==> config.mk <==
export PLATFORM = sky130hd
export DESIGN_NAME = mpc_pwm_counter
export DESIGN_NICKNAME = d
export VERILOG_FILES = /design/src/hw/mpc_pkg.sv /design/src/hw/mpc_pwm_counter.sv
export SDC_FILE = /design/constraint.sdc
export NUM_CORES = 1
export LEC_CHECK = 0
export BUFFER_PORTS_ARGS = -buffer_cell sky130_fd_sc_hd__buf_2
export CORE_MARGIN = 3
export CORE_UTILIZATION = 54
export CTS_CLUSTER_SIZE = 10
export DETAILED_ROUTE_END_ITERATION = 10
export GPL_TIMING_DRIVEN = 1
export PLACE_DENSITY = 0.8
export RECOVER_POWER = 25
export SLEW_MARGIN = 25
export SYNTH_ARGS = -nofsm -noshare
export SYNTH_HDL_FRONTEND = slang
export SYNTH_SLANG_ARGS = --single-unit
==> constraint.sdc <==
create_clock -name clk_i -period 3.5 [get_ports clk_i]
set_input_delay 0.35 -clock clk_i [delete_from_list [all_inputs] [get_ports clk_i]]
set_output_delay 0.35 -clock clk_i [all_outputs]
set_load 0.02 [all_outputs]
==> src/hw/mpc_pkg.sv <==
// Behaviour
// - one pwm generator; counter, period and duty all ten bits; period and duty software programmable
// - three channels, each with a ten-bit duty split into low and high bytes
// - duty high bytes read zero in bits 7 to 2
// - low and high period bytes form one ten-bit period shared by all channels
// - each channel output is active for its duty portion of every period
// - the live ten-bit counter is readable through two counter bytes
// - control bits 7..6: 0x edge, 10 centre mode 1, 11 centre mode 2
// - control bits 5..4 divide the counter clock by 1, 2, 4 or 8
// - lowest pwm rate scales with base clock over divisor and full period
// - control bit 3 runs the counter; zero stops it and turns pwm off
// - control bits 2..1 pick centre duty interrupt: off, up, down, both
// - with load bit zero, shadow period and duties never reach active registers
// - with load bit one, shadow period and duties are copied into the active registers at next underflow, or peak in centre mode 2
// - load bit clears itself on the clock cycle after the load
// - counter view bytes are read-only, reset to zero, bits 7..0 and 9..8
// - period high byte holds bits 9..8, upper bits read zero, reset zero
package mpc_pkg;
  localparam int unsigned          VAL_W      = 10;
  localparam int unsigned          CH_N       = 3;
  localparam int unsigned          ADR_W      = 6;
  localparam int unsigned          DIV_W      = 3;
  localparam int unsigned          STAT_W     = 4;
  localparam int unsigned          HI_W       = 2;
  localparam logic [ADR_W-1:0]     OFS_CTRL   = 6'h00;
  localparam logic [ADR_W-1:0]     OFS_DUTY_LO [CH_N] = '{6'h04, 6'h0c, 6'h14};
  localparam logic [ADR_W-1:0]     OFS_DUTY_HI [CH_N] = '{6'h08, 6'h10, 6'h18};
  localparam logic [ADR_W-1:0]     OFS_PER_LO = 6'h1c;
  localparam logic [ADR_W-1:0]     OFS_PER_HI = 6'h20;
  localparam logic [ADR_W-1:0]     OFS_CNT_LO = 6'h24;
  localparam logic [ADR_W-1:0]     OFS_CNT_HI = 6'h28;
  localparam logic [ADR_W-1:0]     OFS_STAT   = 6'h2c;
  localparam logic [ADR_W-1:0]     OFS_MASK   = 6'h30;
  localparam logic [1:0]           ALIGN_CTR1 = 2'h2;
  localparam logic [1:0]           ALIGN_CTR2 = 2'h3;
  localparam int unsigned          IRQSEL_UP  = 0;
  localparam int unsigned          IRQSEL_DN  = 1;
  localparam int unsigned          STAT_UFLOW = 3;
  localparam logic [7:0]           CTRL_RST   = 8'h00;
  localparam logic [VAL_W-1:0]     VAL_RST    = 10'h000;
  localparam logic [VAL_W-1:0]     VAL_ONE    = 10'h001;
  localparam logic [STAT_W-1:0]    STAT_RST   = 4'h0;

  typedef struct packed {
    logic [1:0] align;
    logic [1:0] clk_sel;
    logic       run;
    logic [1:0] irq_sel;
    logic       load;
  } mpc_ctrl_s;

  typedef enum logic [1:0] {
    DIR_UP   = 2'b01,
    DIR_DOWN = 2'b10
  } mpc_dir_e;
endpackage

==> src/hw/mpc_pwm_counter.sv <==
`timescale 1ns/10ps
module mpc_pwm_counter (
  input  wire logic                            clk_i,
  input  wire logic                            rst_i,
  input  wire logic                            wb_cyc_i,
  input  wire logic                            wb_stb_i,
  input  wire logic                            wb_we_i,
  input  wire logic [mpc_pkg::ADR_W-1:0]       wb_adr_i,
  input  wire logic [3:0]                      wb_sel_i,
  input  wire logic [31:0]                     wb_dat_i,
  output logic      [31:0]                     wb_dat_o,
  output logic                                 wb_ack_o,
  output logic      [mpc_pkg::CH_N-1:0]        base_pulse_o,
  output logic                                 irq_o
);
  typedef logic [mpc_pkg::VAL_W-1:0] mpc_val_t;

  mpc_pkg::mpc_ctrl_s            ctrl, next_ctrl;
  mpc_val_t                      duty_sh  [mpc_pkg::CH_N];
  mpc_val_t                      next_duty_sh [mpc_pkg::CH_N];
  mpc_val_t                      duty_act [mpc_pkg::CH_N];
  mpc_val_t                      next_duty_act [mpc_pkg::CH_N];
  mpc_val_t                      per_sh, next_per_sh, per_act, next_per_act;
  mpc_val_t                      cnt, next_cnt;
  mpc_pkg::mpc_dir_e             dir, next_dir;
  logic [mpc_pkg::DIV_W-1:0]     div_cnt, next_div_cnt;
  logic                          load_done, next_load_done;
  logic [mpc_pkg::STAT_W-1:0]    stat, next_stat, mask, next_mask;
  logic [mpc_pkg::CH_N-1:0]      next_pulse;
  logic                          next_irq, next_ack;
  logic [31:0]                   next_rdat;

  // divide-by-1/2/4/8 terminal count
  function automatic logic [mpc_pkg::DIV_W-1:0] div_max(input logic [1:0] sel);
    div_max = mpc_pkg::DIV_W'((1 << sel) - 1);
  endfunction

  // place a ten-bit value on the low or high byte view
  function automatic logic [7:0] lo_byte(input mpc_val_t v);
    lo_byte = v[7:0];
  endfunction

  function automatic logic [7:0] hi_byte(input mpc_val_t v);
    hi_byte = {6'h00, v[mpc_pkg::VAL_W-1:8]};
  endfunction

  always_comb begin
    logic                          req;
    logic                          wr;
    logic                          tick;
    logic                          centre;
    logic                          uflow;
    logic                          peak;
    logic [mpc_pkg::STAT_W-1:0]    ev;
    logic [mpc_pkg::STAT_W-1:0]    clr;
    logic [7:0]                    rd;
    req            = wb_cyc_i & wb_stb_i;
    wr             = req & wb_ack_o & wb_we_i & wb_sel_i[0];
    tick           = 1'b0;
    centre         = ctrl.align[1];
    uflow          = 1'b0;
    peak           = 1'b0;
    ev             = '0;
    clr            = '0;
    rd             = 8'h00;
    next_ctrl      = ctrl;
    next_duty_sh   = duty_sh;
    next_duty_act  = duty_act;
    next_per_sh    = per_sh;
    next_per_act   = per_act;
    next_cnt       = cnt;
    next_dir       = dir;
    next_div_cnt   = div_cnt;
    next_load_done = 1'b0;
    next_mask      = mask;

    // register writes take effect at the edge where ack is high
    if (wr) begin
      if (wb_adr_i == mpc_pkg::OFS_CTRL)
        next_ctrl = mpc_pkg::mpc_ctrl_s'(wb_dat_i[7:0]);
      for (int i = 0; i < mpc_pkg::CH_N; i++) begin
        if (wb_adr_i == mpc_pkg::OFS_DUTY_LO[i])
          next_duty_sh[i][7:0] = wb_dat_i[7:0];
        if (wb_adr_i == mpc_pkg::OFS_DUTY_HI[i])
          next_duty_sh[i][mpc_pkg::VAL_W-1:8] = wb_dat_i[mpc_pkg::HI_W-1:0];
      end
      if (wb_adr_i == mpc_pkg::OFS_PER_LO)
        next_per_sh[7:0] = wb_dat_i[7:0];
      if (wb_adr_i == mpc_pkg::OFS_PER_HI)
        next_per_sh[mpc_pkg::VAL_W-1:8] = wb_dat_i[mpc_pkg::HI_W-1:0];
      if (wb_adr_i == mpc_pkg::OFS_STAT)
        clr = wb_dat_i[mpc_pkg::STAT_W-1:0];
      if (wb_adr_i == mpc_pkg::OFS_MASK)
        next_mask = wb_dat_i[mpc_pkg::STAT_W-1:0];
    end

    // hardware clears the load bit one cycle after the transfer, unless rewritten
    if (load_done && !(wr && wb_adr_i == mpc_pkg::OFS_CTRL))
      next_ctrl.load = 1'b0;

    // prescaler; held in reset while the counter is off
    if (!ctrl.run) begin
      next_div_cnt = '0;
    end else if (div_cnt >= div_max(ctrl.clk_sel)) begin
      next_div_cnt = '0;
      tick         = 1'b1;
    end else begin
      next_div_cnt = div_cnt + 1'b1;
    end

    if (tick) begin
      if (!centre) begin
        next_dir = mpc_pkg::DIR_UP;
        if (cnt >= per_act) begin
          next_cnt = mpc_pkg::VAL_RST;
          uflow    = 1'b1;
        end else begin
          next_cnt = cnt + mpc_pkg::VAL_ONE;
        end
      end else begin
        unique case (dir)
          mpc_pkg::DIR_UP: begin
            if (cnt >= per_act) begin
              peak     = 1'b1;
              next_dir = mpc_pkg::DIR_DOWN;
              next_cnt = (cnt == mpc_pkg::VAL_RST) ? cnt : cnt - mpc_pkg::VAL_ONE;
            end else begin
              next_cnt = cnt + mpc_pkg::VAL_ONE;
            end
          end
          mpc_pkg::DIR_DOWN: begin
            if (cnt == mpc_pkg::VAL_RST) begin
              uflow    = 1'b1;
              next_dir = mpc_pkg::DIR_UP;
              next_cnt = (per_act == mpc_pkg::VAL_RST) ? cnt : mpc_pkg::VAL_ONE;
            end else begin
              next_cnt = cnt - mpc_pkg::VAL_ONE;
            end
          end
          default: begin
            next_dir = mpc_pkg::DIR_UP;
          end
        endcase
        // centre duty interrupt on the chosen direction
        for (int i = 0; i < mpc_pkg::CH_N; i++) begin
          if (cnt == duty_act[i]) begin
            if (dir == mpc_pkg::DIR_UP && ctrl.irq_sel[mpc_pkg::IRQSEL_UP])
              ev[i] = 1'b1;
            if (dir == mpc_pkg::DIR_DOWN && ctrl.irq_sel[mpc_pkg::IRQSEL_DN])
              ev[i] = 1'b1;
          end
        end
      end
      ev[mpc_pkg::STAT_UFLOW] = uflow;
    end

    // deferred load: underflow always, the peak as well in centre mode 2
    if (ctrl.load && (uflow || (peak && ctrl.align == mpc_pkg::ALIGN_CTR2))) begin
      next_per_act   = per_sh;
      next_duty_act  = duty_sh;
      next_load_done = 1'b1;
    end

    // sticky status: a new event wins over a clear in the same cycle
    next_stat = (stat & ~clr) | ev;
    next_irq  = |(next_stat & next_mask);

    for (int i = 0; i < mpc_pkg::CH_N; i++)
      next_pulse[i] = next_ctrl.run & (next_cnt < next_duty_act[i]);

    unique case (wb_adr_i)
      mpc_pkg::OFS_CTRL:   rd = ctrl;
      mpc_pkg::OFS_PER_LO: rd = lo_byte(per_sh);
      mpc_pkg::OFS_PER_HI: rd = hi_byte(per_sh);
      mpc_pkg::OFS_CNT_LO: rd = lo_byte(cnt);
      mpc_pkg::OFS_CNT_HI: rd = hi_byte(cnt);
      mpc_pkg::OFS_STAT:   rd = {4'h0, stat};
      mpc_pkg::OFS_MASK:   rd = {4'h0, mask};
      default:             rd = 8'h00;
    endcase
    for (int i = 0; i < mpc_pkg::CH_N; i++) begin
      if (wb_adr_i == mpc_pkg::OFS_DUTY_LO[i])
        rd = lo_byte(duty_sh[i]);
      if (wb_adr_i == mpc_pkg::OFS_DUTY_HI[i])
        rd = hi_byte(duty_sh[i]);
    end

    next_ack  = req & ~wb_ack_o;
    next_rdat = (req && !wb_ack_o && !wb_we_i) ? {24'h000000, rd} : 32'h00000000;
  end

  always_ff @(posedge clk_i) begin
    if (rst_i) begin
      ctrl         <= mpc_pkg::mpc_ctrl_s'(mpc_pkg::CTRL_RST);
      per_sh       <= mpc_pkg::VAL_RST;
      per_act      <= mpc_pkg::VAL_RST;
      cnt          <= mpc_pkg::VAL_RST;
      dir          <= mpc_pkg::DIR_UP;
      div_cnt      <= '0;
      load_done    <= 1'b0;
      stat         <= mpc_pkg::STAT_RST;
      mask         <= mpc_pkg::STAT_RST;
      base_pulse_o <= '0;
      irq_o        <= 1'b0;
      wb_ack_o     <= 1'b0;
      wb_dat_o     <= 32'h00000000;
      for (int i = 0; i < mpc_pkg::CH_N; i++) begin
        duty_sh[i]  <= mpc_pkg::VAL_RST;
        duty_act[i] <= mpc_pkg::VAL_RST;
      end
    end else begin
      ctrl         <= next_ctrl;
      per_sh       <= next_per_sh;
      per_act      <= next_per_act;
      cnt          <= next_cnt;
      dir          <= next_dir;
      div_cnt      <= next_div_cnt;
      load_done    <= next_load_done;
      stat         <= next_stat;
      mask         <= next_mask;
      base_pulse_o <= next_pulse;
      irq_o        <= next_irq;
      wb_ack_o     <= next_ack;
      wb_dat_o     <= next_rdat;
      duty_sh      <= next_duty_sh;
      duty_act     <= next_duty_act;
    end
  end
endmodule // mpc_pwm_counter
### Yosys cells after proc, flatten, opt, wreduce, memory -nomap -nowiden

Cells that the tools add are included.

* logic and storage cells: 148
* bits in registers: 149
* output and inout port bits: 37

* bitwise logic cells: 15
* magnitude comparators: 5
* add/subtract/negate cells: 4
* equal/unequal tests: 20
* reduce and logical (&&, ||, !) cells: 30
* muxes and demuxes: 44
* shift-type cells: 1

Operators by type and width (number)
* two-way mux 10 bit: 7
* case mux 8 bit (7 select lines): 1
* two-way mux 8 bit: 5
* equality test 10 bit: 3
* equality test 6 bit, second input constant: 5
* < comparator 10 bit: 3
* two-way mux 30 bit: 1
* two-way mux 4 bit: 7
* equality test 6 x 5 -> 1 bit, second input constant: 4
* zero test 10 bit: 2
* case mux 10 bit (2 select lines): 1
* AND reduction 2 bit: 9
* two-way mux 1 bit: 16
* equality test 6 x 4 -> 1 bit, second input constant: 2
* adder 10 x 1 -> 10 bit, second input constant: 1
* greater-or-equal comparator 10 bit: 1
* subtractor 10 x 1 -> 10 bit, second input constant: 1
* bitwise AND 1 bit: 8
* bitwise AND 4 bit: 2
* logical AND 1 bit: 8
* two-way mux 2 bit: 4
* equality test 6 x 3 -> 1 bit, second input constant: 1
* zero test 6 bit: 1
* inequality test 3 bit, second input constant: 2
* other kinds (17): 24

### Depth between registers and ports, before layout

* depth after elaboration: 12
* mapped depth: 18
* mapped depth without buffers: 16

### Worst setup path before layout

No wires, ideal clock.

* kind: register to register
* start: register cnt[0]
* end: register base_pulse_o[0] in the netlist's numbering
* setup slack: -0.184 ns
* period minus slack after synthesis: 3.684 ns
* path buffers: 2
* arrival: 3.597 ns
* required time: 3.413 ns
* stages on the path, launching flop included: 19
* setup time: 0.087 ns
* cell sequence: dfxtp_1 buf_2 inv_1 ha_1 nand2b_1 a211o_1 and3_1 clkbuf_1 nor2_1 nand2_1 o221a_2 nor3_1 ha_1 a21oi_1 nor2b_1 o21ai_0 and4b_1 nand2b_1 o31ai_1

RTL lines
* start: declaration: RTL line mpc_pwm_counter.sv:24 `mpc_val_t cnt, next_cnt;`
* start signal: assignment: RTL line mpc_pwm_counter.sv:197 `cnt <= mpc_pkg::VAL_RST;`
* start signal: assignment: RTL line mpc_pwm_counter.sv:215 `cnt <= next_cnt;`
* subtractor 10 x 1 -> 10 bit or zero test 10 bit (tied branches): RTL line mpc_pwm_counter.sv:126, mpc_pwm_counter.sv:137, mpc_pwm_counter.sv:132
* two-way mux 10 bit: RTL line mpc_pwm_counter.sv:126 `next_cnt = (cnt == mpc_pkg::VAL_RST) ? cnt : cnt - mpc_pkg::VAL_ONE;`
* two-way mux 10 bit: RTL line mpc_pwm_counter.sv:123 `if (cnt >= per_act) begin`
* case mux 10 bit (2 select lines): RTL line mpc_pwm_counter.sv:121 `unique case (dir)`
* two-way mux 10 bit *: RTL line mpc_pwm_counter.sv:112 `if (!centre) begin`
* two-way mux 10 bit *: RTL line mpc_pwm_counter.sv:111 `if (tick) begin`
* named net next_cnt[7]: RTL line mpc_pwm_counter.sv:24
* < comparator 10 bit *: RTL line mpc_pwm_counter.sv:169 `next_pulse[i] = next_ctrl.run & (next_cnt < next_duty_act[i]);`
* bitwise AND 1 bit *: RTL line mpc_pwm_counter.sv:169
* end signal: assignment: RTL line mpc_pwm_counter.sv:221 `base_pulse_o <= next_pulse;`
* end: declaration: RTL line mpc_pwm_counter.sv:13 `output logic [mpc_pkg::CH_N-1:0] base_pulse_o,`

Mark *: on every way through the listed nets, which the timed path passes. The rest lies on a longest branch.
A chain may end at the register's enable or synchronous reset.

### Final worst setup path

* start: register cnt[6]
* end: register base_pulse_o[1] in the netlist's numbering

RTL lines (RTL line)
* parallel branches: the longest is 4 deep, another holds greater-or-equal comparator 10 bit
* two-way mux 10 bit *: mpc_pwm_counter.sv:112
* two-way mux 10 bit *: mpc_pwm_counter.sv:111
* named net next_cnt[3]: mpc_pwm_counter.sv:24
* < comparator 10 bit *: mpc_pwm_counter.sv:169
* bitwise AND 1 bit *: mpc_pwm_counter.sv:169

Mark *: on every way through the listed nets, which the timed path passes.

==> impl_summary.txt <==
----------------------------------------------------
[Critical path]
  Cell with the most instances on the worst path ... sky130_fd_sc_hd__buf_4
  Cell type of the slowest stage on the worst timing path ... sky130_fd_sc_hd__dfxtp_4
  Critical path, cell by cell ... buf_4 -> ha_4 -> nand2_2 -> nor2_4 -> buf_4 -> a31oi_4 -> buf_4 -> buf_4 -> nand4_1 -> nand3_2 -> nor4_4 -> nor2_1 -> buf_4 -> ha_4 -> a21oi_2 -> o21ai_1 -> nand2_1 -> and4b_1 -> nand2b_1 -> o31ai_2
  Start-to-end type of the worst setup path ... flip-flop to flip-flop
  Kind of end point of the critical path ... flip-flop
  Worst stage delay on the critical path ... 0.37 ns
  Critical Path Source Type ... flip-flop
  Arr. time, crit path ... 3.87 ns
  Maximum net fanout on the critical path ... 9
  Crit path required time ... 3.85 ns

[Timing]
  Clock skew after layout ... 0.00862 ns
  Post-route setup TNS ... -0.0239 ns
  Post-layout min period ... 3.51 ns
  Setup violation total in the final timing report ... 2
  RSZ-0062 raised after global routing ... yes
  Max Clk Rate ... 285 MHz
  Measured slew at the worst slew-check pin ... 2.49 ns
  Final max-slew violation count ... 58
  Share of the clock period used by the worst path ... 1.00
  Tightest slew margin relative to the limit ... -0.659
  Worst setup slack after layout ... -0.0140 ns
  Final hold violation count ... 0

[Layout]
  Final cell utilization of the core ... 0.727
  Post-route standard cell area excluding fillers ... 9660 µm²
  Share of post-route cells with drive strength above 1 ... 0.246
  Layout net count ... 1113
  Synth-to-Final Area Change ... 30.6%
  Number of fill cells in the layout ... 923

[Synth]
  Post-synthesis area per instance ... 8.01 µm²
  Number of enable flip-flop cells after synthesis ... 0
  Most frequent cells after synthesis ... sky130_fd_sc_hd__dfxtp_1, sky130_fd_sc_hd__nand2_1, sky130_fd_sc_hd__nor2_1
  Most used standard cell by instance count after synthesis ... sky130_fd_sc_hd__dfxtp_1
  Fraction of synthesized cell area taken by the top area cell type ... 0.338
  Count of synthesis-stage warnings from yosys ... 0
  Synthesized area ... 7400 µm²
  Synth Register Bits ... 125
  Distinct cell type count after synthesis ... 70
  Largest cells by area after synthesis ... sky130_fd_sc_hd__dfxtp_1, sky130_fd_sc_hd__mux2i_1, sky130_fd_sc_hd__ha_1, sky130_fd_sc_hd__nand2_1, sky130_fd_sc_hd__a21oi_1
  Gate Count Post-Synth ... 924
  Dominant synthesized flop cell ... sky130_fd_sc_hd__dfxtp_1
  Portion of the post-synthesis area used by sequential elements ... 0.338
  Fraction of registers with async set/reset ... 0
  Dominant cell type by area after synthesis ... sky130_fd_sc_hd__dfxtp_1

[Route]
  Violation count after the first detailed-routing iteration ... 1034
  Vias post-DR ... 7707
  Detail-routed net length per standard cell ... 22.7 µm
  Residual DRC ... 0
  Iteration count of the initial detailed-routing pass ... 6
  Total detailed-routing wirelength ... 27500 µm
  Post-route ant nets ... 0
  Average vias per placed instance ... 6.36

[Placement]
  Routability congestion estimate from global placement ... 0.923
  Count of input and output buffers ... 32
  Minimum setup slack after placement ... -0.159 ns
  Placed standard-cell area ... 8110 µm²
  Detailed-placement wirelength estimate ... 17200 µm

[GRT]
  First-pass GRT wire length ... 39200 µm
  Remaining Overflow, GRT ... 0
  Maximum number of pins on one net before global-route repair ... 58
  Initial antenna violation count ... 0
  Total global routing track utilization ... 0.342
  Vias in the first global route ... 7418

[Power]
  Flop pwr share ... 0.421
  Leakage power ... 4.00 nW
  Switching Power ... 0.000859 W
  Worst-case vdd ir drop ... 0.427 mV
  Total internal power ... 0.00252 W
  Fraction of power spent switching nets ... 0.254
  Pwr Density ... 349 nW/µm²
  Power, Total ... 0.00338 W
  Clock Power Share ... 0.547
  Comb pwr share ... 0.032

[Run status]
  Status ... complete, but fails checks
  Failing checks ... max-capacitance violations, max-slew violations, negative setup slack

[Die]
  FP Rows ... 42
  Full die area ... 15100 µm²
  Width of the die ... 123 µm
  I/O pin count ... 84
  Std-Cell Core Area ... 13300 µm²
  Die outline height ... 123 µm
  Effective utilization at floorplan ... 0.556

[Clock network]
  Clock Sinks ... 125
  Clock insertion delay at the later pin of the skew report ... 0.43 ns
  Reg clk slew, reported paths ... 0.07 ns
  Maximum number of buffers from clock root to sink ... 2
  Number of levels in the clock H-tree ... 4
  Root Buffer Master ... sky130_fd_sc_hd__clkbuf_16
  TritonCTS clock tree ... built
  # hold bufs at CTS ... 0
  Number of buffers created by CTS ... 17

[Hold path]
  Path type of the worst min-delay path ... primary input to flip-flop

[Job]
  Count of max-cap constraint violations ... 1

----------------------------------------------------
## worst paths after layout
check	start	slack, ns	cells past startpoint	to
worst max-delay path	cnt[6]	-0.01	20	base_pulse_o[1]
worst min-delay path	wb_dat_i[5]	0.24	3	duty_sh[5]
worst max register to register	cnt[6]	-0.01	20	base_pulse_o[1]
worst min register to register	div_cnt[0]	0.45	1	div_cnt[0]
## state kept, by name (all words and copies together), names as in the netlist
register,cells
wb_ack_o,1
cnt,10
dir,2
base_pulse_o,3
load_done,1
mask,4
ctrl,8
per_act,10
irq_o,1
per_sh,10
div_cnt,3
duty_act,30
wb_dat_o,8
duty_sh,30
stat,4
## cells in the final DEF (no fill, tap or decap), types with 19 or more instances in the layout
cell and instances:
sky130_fd_sc_hd__a21oi_1 72, sky130_fd_sc_hd__ha_1 27, sky130_fd_sc_hd__nand2_1 112, sky130_fd_sc_hd__inv_1 25
sky130_fd_sc_hd__conb_1 24, sky130_fd_sc_hd__mux2i_1 41, sky130_fd_sc_hd__clkbuf_16 19, sky130_fd_sc_hd__buf_4 85
sky130_fd_sc_hd__nor2_1 96, sky130_fd_sc_hd__dfxtp_1 118, sky130_fd_sc_hd__xor2_1 30, sky130_fd_sc_hd__nand3_1 41
## layer usage
layer	part of all wire	up-vias	global-route usage
met5	0	-	0
met4	0.062	0	0.177
met3	0.10	152	0.0860
met2	0.47	481	0.550
met1	0.36	3627	0.425
li1	-	3447	-
## critical path, delay by kind of cell (launching register included)
| family | cells | cell delay, ns |
|---|---|---|
| simple gates | 9 | 1.20 |
| buf+inv | 5 | 0.79 |
| compound gates | 4 | 0.56 |
| fa+ha+maj | 2 | 0.49 |
| flops | 1 | 0.37 |
## cells by family after synthesis
kind of cell	after synthesis	share of synthesized area
muxes	59	0.0802
buffers and inverters	102	0.0658
and+or+nand+nor	362	0.229
xor gates and xnor gates	40	0.0474
other	1	0.000507
adders and majority gates	45	0.0761
AOI/OAI and AO/OA	190	0.163
DFF	125	0.338
## per-stage QoR
step | std cells | hold WS [ns]
floorplan | 947 | 0.417
global placement | 1158 | 0.432
detailed placement | 1158 | 0.444
CTS | 1196 | 0.228
global route | 1210 | 0.237
finish | 1211 | 0.238
## repair_timing
action,4_1_cts,5_1_grt
pin swaps,10,43
endpoints found under the setup margin,3,3
cloned,1,2
setup buffers,5,12
gates resized for setup,31,108
## final cells by class
cell class | instances | area [µm²] | share of cell area
diodes | 1 | 2.50 | 0.000259
repair buffers | 131 | 1010 | 0.104
multi-input cells | 720 | 5220 | 0.540
inverters | 26 | 97.6 | 0.0101
flip-flops and latches | 125 | 2510 | 0.260
clock buffers | 17 | 425 | 0.0440
well taps | 176 | 220 | 0.0228
clock inverters | 15 | 179 | 0.0185
## power by group through the flow
stage          clock network, W   logic, W  registers [W]
6_report                0.00185   0.000107        0.00142
5_1_grt                 0.00190   0.000114        0.00142
4_1_cts                 0.00182   0.000104        0.00142
3_5_place_dp                  0   0.000103        0.00146
3_3_place_gp                  0   0.000102        0.00146
2_1_floorplan                 0  0.0000869        0.00146
Power figures use the tool's default switching activity.
